$ cat config.mk
export PLATFORM = sky130hd
export DESIGN_NAME = cascaded_twelve_bit_pwm
export DESIGN_NICKNAME = d
export VERILOG_FILES = /design/src/pwm12_pkg.sv /design/src/cascaded_twelve_bit_pwm.sv
export SDC_FILE = /design/constraint.sdc
export NUM_CORES = 1
export LEC_CHECK = 0
export BUFFER_PORTS_ARGS = -buffer_cell sky130_fd_sc_hd__buf_4
export CAP_MARGIN = 40
export CORE_MARGIN = 8
export CORE_UTILIZATION = 45
export CTS_BUF_LIST = sky130_fd_sc_hd__clkbuf_8
export DETAILED_ROUTE_END_ITERATION = 10
export SLEW_MARGIN = 10
export SYNTH_ARGS = -nofsm -noshare
export SYNTH_HDL_FRONTEND = slang
export SYNTH_SLANG_ARGS = --single-unit
$ cat constraint.sdc
create_clock -name i_ref_clk -period 4.6 [get_ports i_ref_clk]
set_clock_uncertainty 0.05 [all_clocks]
set_input_delay 0.23 -clock i_ref_clk [delete_from_list [all_inputs] [get_ports i_ref_clk]]
set_output_delay 0.23 -clock i_ref_clk [all_outputs]
set_load 0.01 [all_outputs]
$ cat src/pwm12_pkg.sv
package pwm12_pkg;

    // ------------------------------------------------------------
    // Register offsets
    // ------------------------------------------------------------
    localparam logic [7:0] ADDR_LOW_CMP  = 8'h28;
    localparam logic [7:0] ADDR_HIGH_CMP = 8'h29;
    localparam logic [7:0] ADDR_MODE     = 8'h2a;
    localparam logic [7:0] ADDR_CTRL     = 8'h2b;

    // ------------------------------------------------------------
    // Reset values and field positions
    // ------------------------------------------------------------
    localparam logic [7:0] LOW_CMP_RST   = 8'hff;
    localparam logic [7:0] HIGH_CMP_RST  = 8'hff;
    localparam logic [7:0] MODE_RST      = 8'h00;
    localparam logic [7:0] CTRL_RST      = 8'h00;
    localparam logic [1:0] MODE_PWM12    = 2'h2;

    localparam int MODE_SEL_LSB  = 0;
    localparam int TFF_BIT       = 2;
    localparam int DBE_BIT       = 3;
    localparam int EXT_CLK_BIT   = 4;
    localparam int PRESCALE_LSB  = 5;
    localparam int LOWER_RUN_BIT = 1;
    localparam int UPPER_RUN_BIT = 2;
    localparam int CASCADE_BIT   = 0;

    localparam logic [7:0] CNT_ZERO  = 8'h00;
    localparam logic [3:0] IDX_FIRST = 4'h0;

    // ------------------------------------------------------------
    // Carriers
    // ------------------------------------------------------------
    typedef struct packed {
        logic [2:0] prescale_select;
        logic       external_clock_select;
        logic       double_buffer_enable;
        logic       initial_level_select;
        logic [1:0] mode_select;
    } upper_timer_mode_t;

    typedef struct packed {
        logic [3:0] hi_unused;
        logic [3:0] duty_high_nibble;
        logic [3:0] duty_low_nibble;
        logic [3:0] extra_pulse_bits;
    } combined_compare_value_t;

endpackage

$ cat src/cascaded_twelve_bit_pwm.sv
// Functional notes
// Cascade bit joins timers, upper settings rule
// Mode pattern 10 selects twelve-bit PWM
// Clock source: prescaled internal or external pin
// Run starts count; mode writes ignored
// Compare built from high nibble, low byte
// High write transfers combined value at once
// Software writes low then high register
// High register upper nibble stored, read back
// Upper eight bits are duty value
// Extra bits select stretched cycles in frame
// No extra bits means no stretching
// Initial level select chooses low or high
// Stopped timer drives initial level out
// Count equals duty inverts output
// Stretched cycle inverts at duty plus one
// Count 256 overflows, clears, restores level
// Overflow request on every overflow
// Frame request every sixteenth overflow
// Clearing run stops, clears, restores level
// Double buffer loads at frame end
// Otherwise compare applies immediately
// Reads return last written value; compare reads return the buffered pair, which only a high write loads
// Cycle index advances per overflow, resets
//
// The address-and-strobe port is this design's own decision.
`timescale 1ns/1ps
module cascaded_twelve_bit_pwm #(
    parameter int PRESCALE_W = 12
) (
    input  wire logic       i_ref_clk,
    input  wire logic       i_rst_b,
    input  wire logic [7:0] i_addr,
    input  wire logic [7:0] i_wdata,
    input  wire logic       i_wr,
    input  wire logic       i_rd,
    input  wire logic       i_ext_clk,
    input  wire logic       i_pin_func_sel,
    output logic      [7:0] o_rdata,
    output logic            o_pwm_out_n,
    output logic            o_pwm_out_oe_n,
    output logic            o_overflow_irq,
    output logic            o_frame_end_irq
);

    // ------------------------------------------------------------
    // Registers
    // ------------------------------------------------------------
    pwm12_pkg::upper_timer_mode_t       mode_reg;
    logic [7:0]                         ctrl_reg;
    logic [7:0]                         low_wr_reg;
    pwm12_pkg::combined_compare_value_t buf_reg;
    pwm12_pkg::combined_compare_value_t act_reg;
    logic [7:0]                         cnt_reg;
    logic [3:0]                         idx_reg;
    logic                               dutied_reg;
    logic [PRESCALE_W-1:0]              pre_reg;
    logic [1:0]                         ext_sync_reg;
    logic                               ext_prev_reg;
    logic                               pwm_reg;

    logic       running;
    logic       pwm_mode;
    logic       tick;
    logic       wr_low;
    logic       wr_high;
    logic       wr_mode;
    logic       wr_ctrl;
    logic [7:0] duty_value;
    logic       stretch;
    logic       match;
    logic       ovf;
    logic       frame_end;

    // ------------------------------------------------------------
    // Decode
    // ------------------------------------------------------------
    function automatic logic hit(input logic [7:0] a, input logic [7:0] off);
        hit = (a == off);
    endfunction

    function automatic logic cycle_selected(input logic [3:0] idx,
                                            input logic [3:0] ad);
        logic [4:0] c;
        c = {1'b0, idx} + 5'h01;
        cycle_selected = (ad[0] && c == 5'h09) ||
                         (ad[1] && c[2:0] == 3'h5) ||
                         (ad[2] && c[1:0] == 2'h3) ||
                         (ad[3] && c[0] == 1'b0);
    endfunction

    assign wr_low  = i_wr && hit(i_addr, pwm12_pkg::ADDR_LOW_CMP);
    assign wr_high = i_wr && hit(i_addr, pwm12_pkg::ADDR_HIGH_CMP);
    assign wr_mode = i_wr && hit(i_addr, pwm12_pkg::ADDR_MODE);
    assign wr_ctrl = i_wr && hit(i_addr, pwm12_pkg::ADDR_CTRL);

    // Once cascaded, the only lower timer setting that plays a part is the lower run bit, which blocks mode writes
    assign pwm_mode = ctrl_reg[pwm12_pkg::CASCADE_BIT] &&
                      (mode_reg.mode_select == pwm12_pkg::MODE_PWM12);
    assign running  = ctrl_reg[pwm12_pkg::UPPER_RUN_BIT] && pwm_mode;

    // ------------------------------------------------------------
    // Control and mode registers
    // ------------------------------------------------------------
    always_ff @(posedge i_ref_clk) begin
        if (!i_rst_b) begin
            ctrl_reg <= pwm12_pkg::CTRL_RST;
        end else if (wr_ctrl) begin
            ctrl_reg <= i_wdata;
        end
    end

    always_ff @(posedge i_ref_clk) begin
        if (!i_rst_b) begin
            mode_reg <= pwm12_pkg::MODE_RST;
        end else if (wr_mode && !ctrl_reg[pwm12_pkg::UPPER_RUN_BIT]
                     && !ctrl_reg[pwm12_pkg::LOWER_RUN_BIT]) begin
            mode_reg <= i_wdata;
        end
    end

    // ------------------------------------------------------------
    // Compare registers
    // ------------------------------------------------------------
    always_ff @(posedge i_ref_clk) begin
        if (!i_rst_b) begin
            low_wr_reg <= pwm12_pkg::LOW_CMP_RST;
        end else if (wr_low) begin
            low_wr_reg <= i_wdata;
        end
    end

    // Buffer holds the last written pair; readback comes from here
    always_ff @(posedge i_ref_clk) begin
        if (!i_rst_b) begin
            buf_reg <= {pwm12_pkg::HIGH_CMP_RST, pwm12_pkg::LOW_CMP_RST};
        end else if (wr_high) begin
            buf_reg <= {i_wdata, low_wr_reg};
        end
    end

    always_ff @(posedge i_ref_clk) begin
        if (!i_rst_b) begin
            act_reg <= {pwm12_pkg::HIGH_CMP_RST, pwm12_pkg::LOW_CMP_RST};
        end else if (wr_high && (!running || !mode_reg.double_buffer_enable)) begin
            act_reg <= {i_wdata, low_wr_reg};
        end else if (frame_end && mode_reg.double_buffer_enable) begin
            act_reg <= buf_reg;
        end
    end

    // ------------------------------------------------------------
    // Register read
    // ------------------------------------------------------------
    always_ff @(posedge i_ref_clk) begin
        if (!i_rst_b) begin
            o_rdata <= 8'h00;
        end else if (i_rd) begin
            if (hit(i_addr, pwm12_pkg::ADDR_LOW_CMP)) begin
                o_rdata <= buf_reg[7:0];
            end else if (hit(i_addr, pwm12_pkg::ADDR_HIGH_CMP)) begin
                o_rdata <= buf_reg[15:8];
            end else if (hit(i_addr, pwm12_pkg::ADDR_MODE)) begin
                o_rdata <= mode_reg;
            end else if (hit(i_addr, pwm12_pkg::ADDR_CTRL)) begin
                o_rdata <= ctrl_reg;
            end else begin
                o_rdata <= 8'h00;
            end
        end else begin
            o_rdata <= 8'h00;
        end
    end

    // ------------------------------------------------------------
    // Source clock
    // ------------------------------------------------------------
    always_ff @(posedge i_ref_clk) begin
        if (!i_rst_b) begin
            ext_sync_reg <= 2'h0;
            ext_prev_reg <= 1'b0;
        end else begin
            ext_sync_reg <= {ext_sync_reg[0], i_ext_clk};
            ext_prev_reg <= ext_sync_reg[1];
        end
    end

    always_ff @(posedge i_ref_clk) begin
        if (!i_rst_b || !running) begin
            pre_reg <= '0;
        end else begin
            pre_reg <= pre_reg + 1'b1;
        end
    end

    // Prescale code 7 is the raw clock; codes 6 down to 0 divide by 2, 4, 16, 64, 256, 1024, 2048
    always_comb begin
        logic [3:0] sh;
        sh = 4'h0;
        unique case (mode_reg.prescale_select)
            3'h0: sh = 4'hb;
            3'h1: sh = 4'ha;
            3'h2: sh = 4'h8;
            3'h3: sh = 4'h6;
            3'h4: sh = 4'h4;
            3'h5: sh = 4'h2;
            3'h6: sh = 4'h1;
            3'h7: sh = 4'h0;
        endcase
        if (mode_reg.external_clock_select) begin
            tick = ext_prev_reg && !ext_sync_reg[1];
        end else if (sh == 4'h0) begin
            tick = 1'b1;
        end else begin
            tick = (pre_reg & ((PRESCALE_W'(1) << sh) - 1'b1)) ==
                   ((PRESCALE_W'(1) << sh) - 1'b1);
        end
    end

    // ------------------------------------------------------------
    // Counter and frame index
    // ------------------------------------------------------------
    assign duty_value = {act_reg.duty_high_nibble, act_reg.duty_low_nibble};
    assign stretch    = cycle_selected(idx_reg, act_reg.extra_pulse_bits);
    assign ovf        = running && tick && (cnt_reg == 8'hff);
    assign frame_end  = ovf && (idx_reg == 4'hf);
    // Stretch delays the match by one source clock
    assign match      = running && tick && !dutied_reg &&
                        (stretch ? dutied_pending() : (cnt_reg == duty_value));

    function automatic logic dutied_pending();
        dutied_pending = (cnt_reg == duty_value + 8'h01) && (duty_value != 8'hff);
    endfunction

    always_ff @(posedge i_ref_clk) begin
        if (!i_rst_b || !running) begin
            cnt_reg <= pwm12_pkg::CNT_ZERO;
        end else if (tick) begin
            cnt_reg <= cnt_reg + 8'h01;
        end
    end

    always_ff @(posedge i_ref_clk) begin
        if (!i_rst_b || !running) begin
            idx_reg <= pwm12_pkg::IDX_FIRST;
        end else if (ovf) begin
            idx_reg <= idx_reg + 4'h1;
        end
    end

    always_ff @(posedge i_ref_clk) begin
        if (!i_rst_b || !running || ovf) begin
            dutied_reg <= 1'b0;
        end else if (match) begin
            dutied_reg <= 1'b1;
        end
    end

    // ------------------------------------------------------------
    // Output pin and requests
    // ------------------------------------------------------------
    always_ff @(posedge i_ref_clk) begin
        if (!i_rst_b) begin
            pwm_reg <= 1'b0;
        end else if (!running || ovf) begin
            pwm_reg <= mode_reg.initial_level_select;
        end else if (match) begin
            pwm_reg <= !mode_reg.initial_level_select;
        end
    end

    assign o_pwm_out_n = pwm_reg;

    always_ff @(posedge i_ref_clk) begin
        if (!i_rst_b) begin
            o_pwm_out_oe_n <= 1'b1;
        end else begin
            o_pwm_out_oe_n <= !i_pin_func_sel;
        end
    end

    always_ff @(posedge i_ref_clk) begin
        if (!i_rst_b) begin
            o_overflow_irq  <= 1'b0;
            o_frame_end_irq <= 1'b0;
        end else begin
            o_overflow_irq  <= ovf;
            o_frame_end_irq <= frame_end;
        end
    end

endmodule

After elaboration in Yosys (flattened, before gate mapping)
Memories as Yosys holds them, arrays and structs flattened. A register that Yosys moved wholly into a read port is not among the register bits. Index checks and enable logic that the tools add are counted.

Bits of input ports: 22. Output and inout bits: 12. Memories: 1. Logic and storage cells: 103. Bits in read-only memories: 32. Flip-flop bits (word level): 92.

Reduce and logical (&&, ||, !) cells: 41. Eq/ne operators: 14. $add $sub $neg: 6. Multiplexer cells: 13. Shift-type cells: 1. Bitwise gates (word level): 2.

Memories: (name not given) (depth 8, width 4, read ports 1, clocked after memory_dff 1, write ports 0, line cascaded_twelve_bit_pwm.sv:200) `unique case (mode_reg.prescale_select)`.

Operator list (count): equality test 8 x 6 -> 1 bit, second input constant (4); two-way mux 8 bit (4); two-way mux 12 bit (2); logical AND 1 bit (21); adder 8 x 1 -> 8 bit, second input constant (2); equality test 8 bit (2); adder 12 x 1 -> 12 bit, second input constant (1); AND 12 bit (1); equality test 12 bit (1); left shift 1 x 4 -> 12 bit, first input constant (1); subtractor 12 x 1 -> 12 bit, second input constant (1); logical NOT 1 bit (9); equality test 8 bit, second input constant (1); != test 8 bit, second input constant (1); logical OR 1 bit (7); two-way mux 3 bit (2); adder 4 x 1 -> 5 bit, second input constant (1); equality test 5 x 4 -> 1 bit, second input constant (1); two-way mux 1 bit (5); adder 4 x 1 -> 4 bit, second input constant (1); equality test 2 bit, second input constant (2); equality test 4 bit, second input constant (1); logical NOT 4 bit (1); nonzero test 2 bit (2); 3 further kinds (3).

Logic depth before layout (Yosys ltp)
Gate-level depths: netlist of the first run.

Word-level depth: 12. Depth in mapped cells: 13. Mapped depth without buffers: 10.

Worst setup path before layout of the first run
No wires, ideal clock.

Kind: flip-flop to flip-flop. Start point: register (tool-made name). End point: register act_reg[0] (netlist bit). Clock period less this slack: 2741 ps. Cell stages (with the launch flop): 14. Required time: 4419 ps. Setup slack: 1859 ps. Library setup time: 131 ps. Path buffers: 3. Data arrival time: 2560 ps. Cells stage by stage: dfxtp_1 buf_4 nor4_4 inv_1 ha_1 or3b_1 a211oi_1 nor4_1 nand4_1 buf_4 a211oi_2 buf_4 mux2i_1 a21oi_1.

RTL lines: end signal: assignment (line cascaded_twelve_bit_pwm.sv:144) `act_reg <= {pwm12_pkg::HIGH_CMP_RST, pwm12_pkg::LOW_CMP_RST};`; end signal: assignment (line cascaded_twelve_bit_pwm.sv:146) `act_reg <= {i_wdata, low_wr_reg};`; end signal: assignment (line cascaded_twelve_bit_pwm.sv:148) `act_reg <= buf_reg;`; end: declaration (line cascaded_twelve_bit_pwm.sv:53) `pwm12_pkg::combined_compare_value_t act_reg;`.

==> results of run 1 <==
-- layout by cell type (no fill, tap or decap), types with 3 or more instances in the layout --
master      n
mux4_2      7
nand2_1    56
inv_1      16
ha_1        7
or3_1       4
a21oi_1    18
nor2_1     49
and2_1      5
nor2b_1    26
xnor2_1    18
o211ai_1    3
nand3_1    29
dfxtp_1    96
xor2_1     14
and3_1      8
clkbuf_8    9
a211oi_1   10
buf_4      39
o21ai_0     5
mux2i_1    37
nand4_1     8
a311oi_1    3
nor4_1      3
a2111oi_2   4
nand2b_1    5
nor3_1      8
-- kinds of logic (layout without fill, tap and decap cells) --
group	after synthesis	in the layout	synth area share, %
buffers and inverters	48	71	4.80
AND/OR/NAND/NOR	226	226	25.3
adder cells (fa/ha/maj)	7	7	1.84
flip-flops	96	96	40.3
XOR/XNOR	33	33	6.22
AO/OA/AOI/OAI	65	65	10.5
multiplexers	44	44	11.1
-- per-stage QoR --
stage | setup slack, ps | cell area [sq um] | total power [mW]
after floorplan | 1860 | 4770 | 0.879
after global placement | 1310 | 5050 | 0.901
after detailed placement | 1130 | 5070 | 0.902
after CTS | 1130 | 5240 | 1.38
after global routing | 829 | 5240 | 1.42
final | 1120 | 5240 | 1.36
-- worst reg2reg max path: cells and delay by family, from the launching register on --
family	cells	cell delay [ps]
mux	1	210
flops	1	460
simple gates	4	1510
compound gates	3	540
buf+inv	2	320
fa+ha+maj	1	280
-- synth_stat cells (all sizes together) (5+ instances only) --
cell type	instances	area, sq um
nand2	56	210
xnor2	18	158
buf	13	87.6
a211oi	12	100
dfxtp	96	1920
nor2b	26	163
ha	7	87.6
nor4b	5	71.3
and3	8	50.1
nor3	9	50.1
xor2	15	139
and2	6	38.8
inv	17	63.8
o21ai	7	35.0
nand2b	6	40.0
clkbuf	18	77.6
nor2	49	184
nand4	8	50.1
mux4	7	158
nand3	29	145
mux2i	37	370
a21oi	21	131
-- timing repair --
item	in CTS	in global routing
hold endpoints to repair	1	0
gates resized for setup	0	0
hold buffers	1	0
-- layer usage --
metal / wire (microns) / track usage (%) / up-vias
met4: 116 / 5.30 / 0
li1: - / - / 1850
met5: 0 / 0 / -
met3: 400 / 4.53 / 11
met2: 4920 / 24.7 / 72
met1: 5420 / 20.7 / 1790
-- final cells by class --
type	count	area, sq um
clock buffer	9	124
fill	975	5090
timing repair buffer	40	303
clock inverter	5	35.0
inverter	17	63.8
tap	136	170
sequential	96	1920
multi-input combinational	375	2620
-- final timing paths --
kind,slack [ps],start,to
setup / recovery,1120,register,act_reg[4]
hold / removal,30,i_ext_clk,ext_sync_reg[0]
setup reg to reg,1120,register,act_reg[4]
hold reg to reg,400,ext_sync_reg[0],ext_sync_reg[1]
-- where the power goes --
group          switching, mW  leakage [nW]  total (mW)  internal, mW
combinational         0.0246          1.09      0.0488        0.0243
sequential           0.00130         0.775       0.834         0.832
clock                  0.284        0.0813       0.475         0.191
==> reports/qor.yml, run 1 <==
route:
  finalWirelength_microns: 10900
  detail-route-antenna-nets: 0
  wl_per_cell_microns: 16.0
  drt_iter0_drc: 243
  via_per_inst: 5.49
  vias: 3723
  drt-pass1-iter-count: 4
  drc: 0
hold_path:
  hold_path_depth: 2
  holdCritPathClass: "in2reg"
setup_path:
  worstSetupStartpointType: "register"
  reg2reg_depth: 11
  arrival_ps: 3670
  worstSetupPathType: "reg2reg"
  path_depth: 11
  cp_max_fo: 14
  critPathRequiredTime_ps: 4780
  crit_slowest_cell: "nand4_1"
  cp_cell_sequence: "nor4_4 -> inv_1 -> ha_1 -> or3b_1 -> a211oi_1 -> nor4_1 -> nand4_1 -> a211oi_2 -> buf_4 -> mux2i_1 -> a21oi_1"
  slowest_delay_ps: 680
  endpoint_kind: "register"
  critical-path-top-delay-family: "simple AND/OR/NAND/NOR gates"
  crit_buf_inv: 2
floorplan:
  die_area_sq_um: 14200
  initial_core_util_pct: 46.2
  die_width_microns: 119
  io_pins: 34
  coreArea_sq_um: 10300
  rows: 37
  die_y_microns: 119
clock_network:
  clkTransAtPathRegs_ps: 90
  cts_tree: "done"
  clock-sinks: 96
  cts_buffers: 9
  postCtsSetupRepairBufs: 0
  cts_buffer_depth: 2
  cts_max_level: 3
  cts_root_buf: "clkbuf_8"
  clk_latency_ps: 360
sta:
  maxSlewViolCount: 0
  setup_viol: 0
  worst_pin_slew_ps: 824
  max_freq_ghz: 0.287
  timing.final.hold_violations: 0
  whs_ps: 25.8
  finalSetupTns_ps: 0
  period_needed_ps: 3480
  grt_setup_unrepaired: "false"
  slew_headroom_pct: 44.9
  fin_crit_sh_pct: 75.7
logic_synthesis:
  yosysWarnings: 0
  synthFlopType: "dfxtp_1"
  syn_area_sq_um: 4770
  yosysSeqAreaShare_pct: 40.3
  syn-num-nets: 548
  synth_edf_count: 0
  avgSynthCellArea_sq_um: 9.19
  synth-seq-cells: 96
  syn_inst: 519
  yosys.cell_types.count: 68
  synthArstFlopShare_pct: 0
flow_run:
  max_cap_violations: 0
global_route:
  antenna_found_initial: 0
  grt.total_usage_pct: 15.9
  grt_max_degree: 58
  first_global_vias: 3676
  grt_pass1_wl_microns: 18500
  overflow: 0
final_layout:
  largest_reg_flops: 16
  drive_above_1_share_pct: 15.3
  fin_cells: 678
  antennaDiodeCount: 0
  fin_nets: 568
  syn2layout_area_growth_pct: 9.78
  fin_util_pct: 50.7
placed_design:
  io_buffers: 33
  placedCellCount: 663
  dp_hpwl_microns: 7810
  finalWeightedCongestion: 0.800
status:
  status: "finished, final reports clean"
power_and_ir_drop:
  powerDensity_nw_per_um2: 259
  p_leak_nw: 1.94
  irDropWorstVdd_uv: 189
Power figures use the tool's default switching activity.
==> run 2, diff against run 1 <==
Clock period 4.6 ns to 2.9 ns, I/O delays scaled along.
==> reports/qor.yml, run 2 (same netlist as run 1, synthesis figures left out) <==
final_layout:
  syn2layout_area_growth_pct: 16.9
  drive_above_1_share_pct: 18.7  # +3.4 points
  final_cell_area_sq_um: 5580  # +6.5%
  fin_nets: 595  # +4.8%
  final_common_cell: "dfxtp_1"
  antennaDiodeCount: 0  # unchanged
  mostFrequentLayoutCells: "dfxtp_1, nand2_1, buf_4"
  largest_reg_flops: 16  # unchanged
  fill_cells: 960  # -1.5%
global_route:
  overflow: 0  # unchanged
  antenna_found_initial: 0  # unchanged
  grt.total_usage_pct: 15.8  # -0.038 points
  first_global_vias: 3752  # +2.1%
  grt_pass1_wl_microns: 18500  # about the same
  grt_max_degree: 58  # unchanged
clock_network:
  cts_root_buf: "clkbuf_8"
  cts_tree: "done"
  clock-sinks: 96  # unchanged
  cts_buffers: 9  # unchanged
  cts_max_level: 3  # unchanged
  clkTransAtPathRegs_ps: 100  # about the same
  clk_latency_ps: 370  # about the same
  cts_buffer_depth: 2  # unchanged
hold_path:
  holdCritPathClass: "in2reg"
route:
  drt_iter0_drc: 222  # -8.6%
  wl_per_cell_microns: 15.6  # -2.3%
  drc: 0  # unchanged
  drt-pass1-iter-count: 4  # unchanged
  via_per_inst: 5.37  # -2.3%
  vias: 3794  # +1.9%
  finalWirelength_microns: 11100  # +1.9%
  detail-route-antenna-nets: 0  # unchanged
floorplan:
  initial_core_util_pct: 46.2  # unchanged
  io_pins: 34  # unchanged
  die_y_microns: 119  # unchanged
  die_width_microns: 119  # unchanged
  rows: 37  # unchanged
  die_area_sq_um: 14200  # unchanged
  coreArea_sq_um: 10300  # unchanged
power_and_ir_drop:
  powerDensity_nw_per_um2: 435  # +68%
  intPower_mw: 1.87  # +79%
  p_leak_nw: 2.11  # +8.3%
  power_switching_mw: 0.555  # +79%
  irDropWorstVdd_uv: 261  # +38%
  comb_power_share_pct: 3.6  # about the same
  p_clk_share_pct: 41.9  # +6.9 points
  netSwitchingFraction_pct: 22.9  # +0.067 points
  seqPwrFrac_pct: 54.5  # -6.9 points
sta:
  setup_viol: 0  # unchanged
  timing.final.hold_violations: 0  # unchanged
  slew_headroom_pct: 55.6  # +11 points
  maxSlewViolCount: 0  # unchanged
  period_needed_ps: 2820  # -659 ps
  max_freq_ghz: 0.354  # +23%
  finalSetupTns_ps: 0  # unchanged
  whs_ps: 122  # +96.0 ps
  worst_pin_slew_ps: 665  # -159 ps
  fin_crit_sh_pct: 97.4  # +22 points
setup_path:
  worstSetupPathType: "reg2reg"
  arrival_ps: 3030  # -640 ps
  critPathRequiredTime_ps: 3110  # -1670 ps
  worstSetupStartpointType: "register"
  cp_max_fo: 7  # -7
  endpoint_kind: "register"
placed_design:
  io_buffers: 33  # unchanged
  dp_hpwl_microns: 7930  # +1.6%
  place_area_sq_um: 5160  # +1.8%
  finalWeightedCongestion: 0.871  # +8.9%
status:
  status: "finished, final reports clean"
flow_run:
  max_cap_violations: 0  # unchanged
## run 2: power by group through the flow
| stage | Clock, mW | Combinational (mW) | Sequential, mW |
|---|---|---|---|
| after floorplan | 0 | 0.0412 | 1.35 |
| after global placement | 0 | 0.0783 | 1.35 |
| after detailed placement | 0 | 0.0785 | 1.35 |
| after CTS | 1.05 | 0.0895 | 1.32 |
| after global routing | 1.09 | 0.0966 | 1.32 |
| final | 1.02 | 0.0885 | 1.32 |
## run 2: area by class of cell
| cell class | count | area [sq um] | share of cell area [%] |
|---|---|---|---|
| clock buffer | 9 | 124 | 2.22 |
| clock inverter | 7 | 106 | 1.91 |
| inverter | 17 | 63.8 | 1.14 |
| multi-input combinational | 375 | 2660 | 47.6 |
| sequential | 96 | 1920 | 34.4 |
| tap | 136 | 170 | 3.05 |
| timing repair buffer | 67 | 536 | 9.60 |
## run 2: metal layers
metal / vias up / track usage (%) / wire (microns)
met5: - / 0 / 0
met4: 0 / 5.22 / 153
li1: 1900 / - / -
met1: 1810 / 20.4 / 5340
met2: 73 / 25.8 / 5210
met3: 11 / 3.40 / 354
## run 2: repair_timing
action / 4_1_cts / 5_1_grt
setup endpoints to repair: 0 / 21
buffers inserted: 0 / 6
hold buffers: 10 / 0
hold endpoints to repair: 22 / 0
resized for setup: 0 / 8
## run 2: worst paths after layout
kind | end | slack [ps] | from | depth (start not counted)
min reg2reg | ext_sync_reg[1] | 390 | ext_sync_reg[0] | 1
max | cnt_reg[5] | 80 | register | 13
min | o_rdata[2] | 120 | i_addr[0] | 2
max reg2reg | cnt_reg[5] | 80 | register | 13
## run 2: stage by stage
step	util [%]	total power [mW]	setup WS [ps]	cells
floorplan	-	1.39	159	519
global placement	49.9	1.43	196	674
detailed placement	50.0	1.43	28.3	675
CTS	53.2	2.46	12.4	701
global route	54.0	2.51	-117	707
finish	54.0	2.43	75.4	707
## run 2: worst max-delay path, stage by stage (launching register included)
cell and delay, ps:
dfxtp_1 360, nor4_4 300, inv_1 70, ha_2 230
or3b_1 200, a211oi_2 70, nor4_1 330, nand4_1 150
buf_4 190, buf_6 140, buf_4 150, a2111oi_4 300
xnor2_1 150, nor2_1 50
==> run 3, diff against run 2 <==
Settings changed: CORE_ASPECT_RATIO set to 0.9.
==> reports/qor.yml, run 3 (same netlist as run 1, synthesis figures left out) <==
global_route:
  overflow: 0  # unchanged
  antenna_found_initial: 0  # unchanged
  first_global_vias: 3686  # -1.8%
  grt.total_usage_pct: 16.1  # +0.27 points
  grt_pass1_wl_microns: 18700  # +1.2%
  grt_max_degree: 48  # -17%
setup_path:
  worstSetupStartpointType: "register"
  r2r_slack_ps: 110  # +30 ps
  arrival_ps: 2950  # -80 ps
  cp_max_fo: 9  # +2
  worstSetupPathType: "reg2reg"
  critPathRequiredTime_ps: 3060  # -50 ps
  r2r-end: "act_reg[6]"
  endpoint_kind: "register"
  reg2reg_depth: 12  # -1
sta:
  finalSetupTns_ps: 0  # unchanged
  setup_viol: 0  # unchanged
  timing.final.hold_violations: 0  # unchanged
  period_needed_ps: 2790  # -32.8 ps
  worst_pin_slew_ps: 734  # +68.8 ps
  maxSlewViolCount: 0  # unchanged
  max_freq_ghz: 0.358  # +1.2%
  fin_crit_sh_pct: 96.3  # -1.1 points
  grt_setup_unrepaired: "true"
  slew_headroom_pct: 51.0  # -4.6 points
final_layout:
  drive_above_1_share_pct: 19.0  # +0.24 points
  syn2layout_area_growth_pct: 17.1
  largest_reg_flops: 16  # unchanged
  final_cell_area_sq_um: 5590  # +0.16%
  fin_nets: 593  # -0.34%
  fin_cells: 698  # -1.3%
  mostFrequentLayoutCells: "dfxtp_1, nand2_1, buf_4"
  fill_cells: 952  # -0.83%
  final_common_cell: "dfxtp_1"
  antennaDiodeCount: 0  # unchanged
route:
  finalWirelength_microns: 11400  # +2.8%
  detail-route-antenna-nets: 0  # unchanged
  drt-pass1-iter-count: 4  # unchanged
  vias: 3745  # -1.3%
  drt_iter0_drc: 246  # +11%
  via_per_inst: 5.37  # about the same
  wl_per_cell_microns: 16.3  # +4.1%
  drc: 0  # unchanged
placed_design:
  dp_hpwl_microns: 7990  # +0.79%
  place_area_sq_um: 5160  # about the same
  finalWeightedCongestion: 0.858  # -1.5%
  io_buffers: 33  # unchanged
  placedCellCount: 668  # -1.0%
power_and_ir_drop:
  powerDensity_nw_per_um2: 409  # -6.0%
  total_power_mw: 2.28  # -5.9%
  irDropWorstVdd_uv: 320  # +23%
  p_leak_nw: 2.09  # -0.92%
clock_network:
  clock-sinks: 96  # unchanged
  cts_max_level: 3  # unchanged
  cts_buffer_depth: 2  # unchanged
  clkTransAtPathRegs_ps: 90  # about the same
  cts_buffers: 9  # unchanged
  cts_root_buf: "clkbuf_8"
  cts_tree: "done"
  clk_latency_ps: 360  # about the same
floorplan:
  die_area_sq_um: 14200  # about the same
  io_pins: 34  # unchanged
  die_y_microns: 114  # -4.4%
  initial_core_util_pct: 46.4  # +0.15 points
  rows: 35  # -5.4%
  die_width_microns: 125  # +4.7%
  coreArea_sq_um: 10300  # -0.32%
hold_path:
  holdCritPathClass: "in2reg"
  min-delay-start: "i_rst_b"
  hold_path_depth: 2  # unchanged
  min_to: "low_wr_reg[6]"
flow_run:
  max_cap_violations: 0  # unchanged
status:
  status: "finished, final reports clean"
[run 3: changes by cell type in the layout (fill, tap and decap cells not counted), moves of 2 or more]
cell	change
a211oi_1	+3
a2111oi_4	+2
dfxtp_1	-2
clkinv_2	+2
a211oi_2	-4
inv_6	-2
a2111oi_2	-2
buf_4	-4
dfxtp_2	+2
[run 3: where the power goes]
part	internal, mW	leakage, nW	switching [mW]
sequential	1.32	0.774	0.00173
combinational	0.0474	1.21	0.0427
clock	0.399	0.101	0.473
[run 3: routing by layer]
layer / GRT usage (%) / share of wire, %
met1: 21.4 / 48
met2: 24.9 / 45
met3: 4.82 / 5.5
met4: 3.93 / 1.1
met5: 0 / 0
[run 3: per-stage QoR]
| stage | setup WS (ps) | hold WS [ps] | util, % |
|---|---|---|---|
| 2_1_floorplan | 159 | 165 | - |
| 3_3_place_gp | 212 | 262 | 50.1 |
| 3_5_place_dp | 120 | 264 | 50.2 |
| 4_1_cts | 88.9 | 107 | 53.0 |
| 5_1_grt | -12.0 | 114 | 54.3 |
| 6_report | 108 | 120 | 54.3 |
[run 3: how the worst max path moves through the flow]
stage / end / slack (ps) / cells past startpoint
6_report: act_reg[6] / 110 / 12
2_1_floorplan: act_reg[0] / 160 / 13
5_1_grt: cnt_reg[5] / -10 / 13
3_3_place_gp: dutied_reg / 210 / 11
4_1_cts: o_pwm_out_n / 90 / 10
3_5_place_dp: dutied_reg / 120 / 12
[run 3: timing repair]
item	CTS	global route
resized for setup	0	18
hold buffers	10	0
endpoints found under the setup margin	0	23
buffers inserted	0	4
hold endpoints to repair	19	0
[run 3: critical path, cell delays in order, from the launching register on]
cell      delay (ps)
dfxtp_2          350
nor4_4           310
inv_2             80
ha_4             260
or2_2            100
o221ai_2          80
nor4_2           270
nand4_1          220
buf_4            220
a211oi_4         240
buf_12           180
mux2i_1          180
a21oi_1           90
[run 3: area by class of cell]
type / instances / area, sq um / share of cell area [%]
multi-input cells: 375 / 2710 / 48.4
flip-flops and latches: 96 / 1920 / 34.4
repair buffers: 65 / 541 / 9.67
well taps: 129 / 161 / 2.89
clock buffers: 9 / 124 / 2.22
clock inverters: 7 / 68.8 / 1.23
inverters: 17 / 63.8 / 1.14
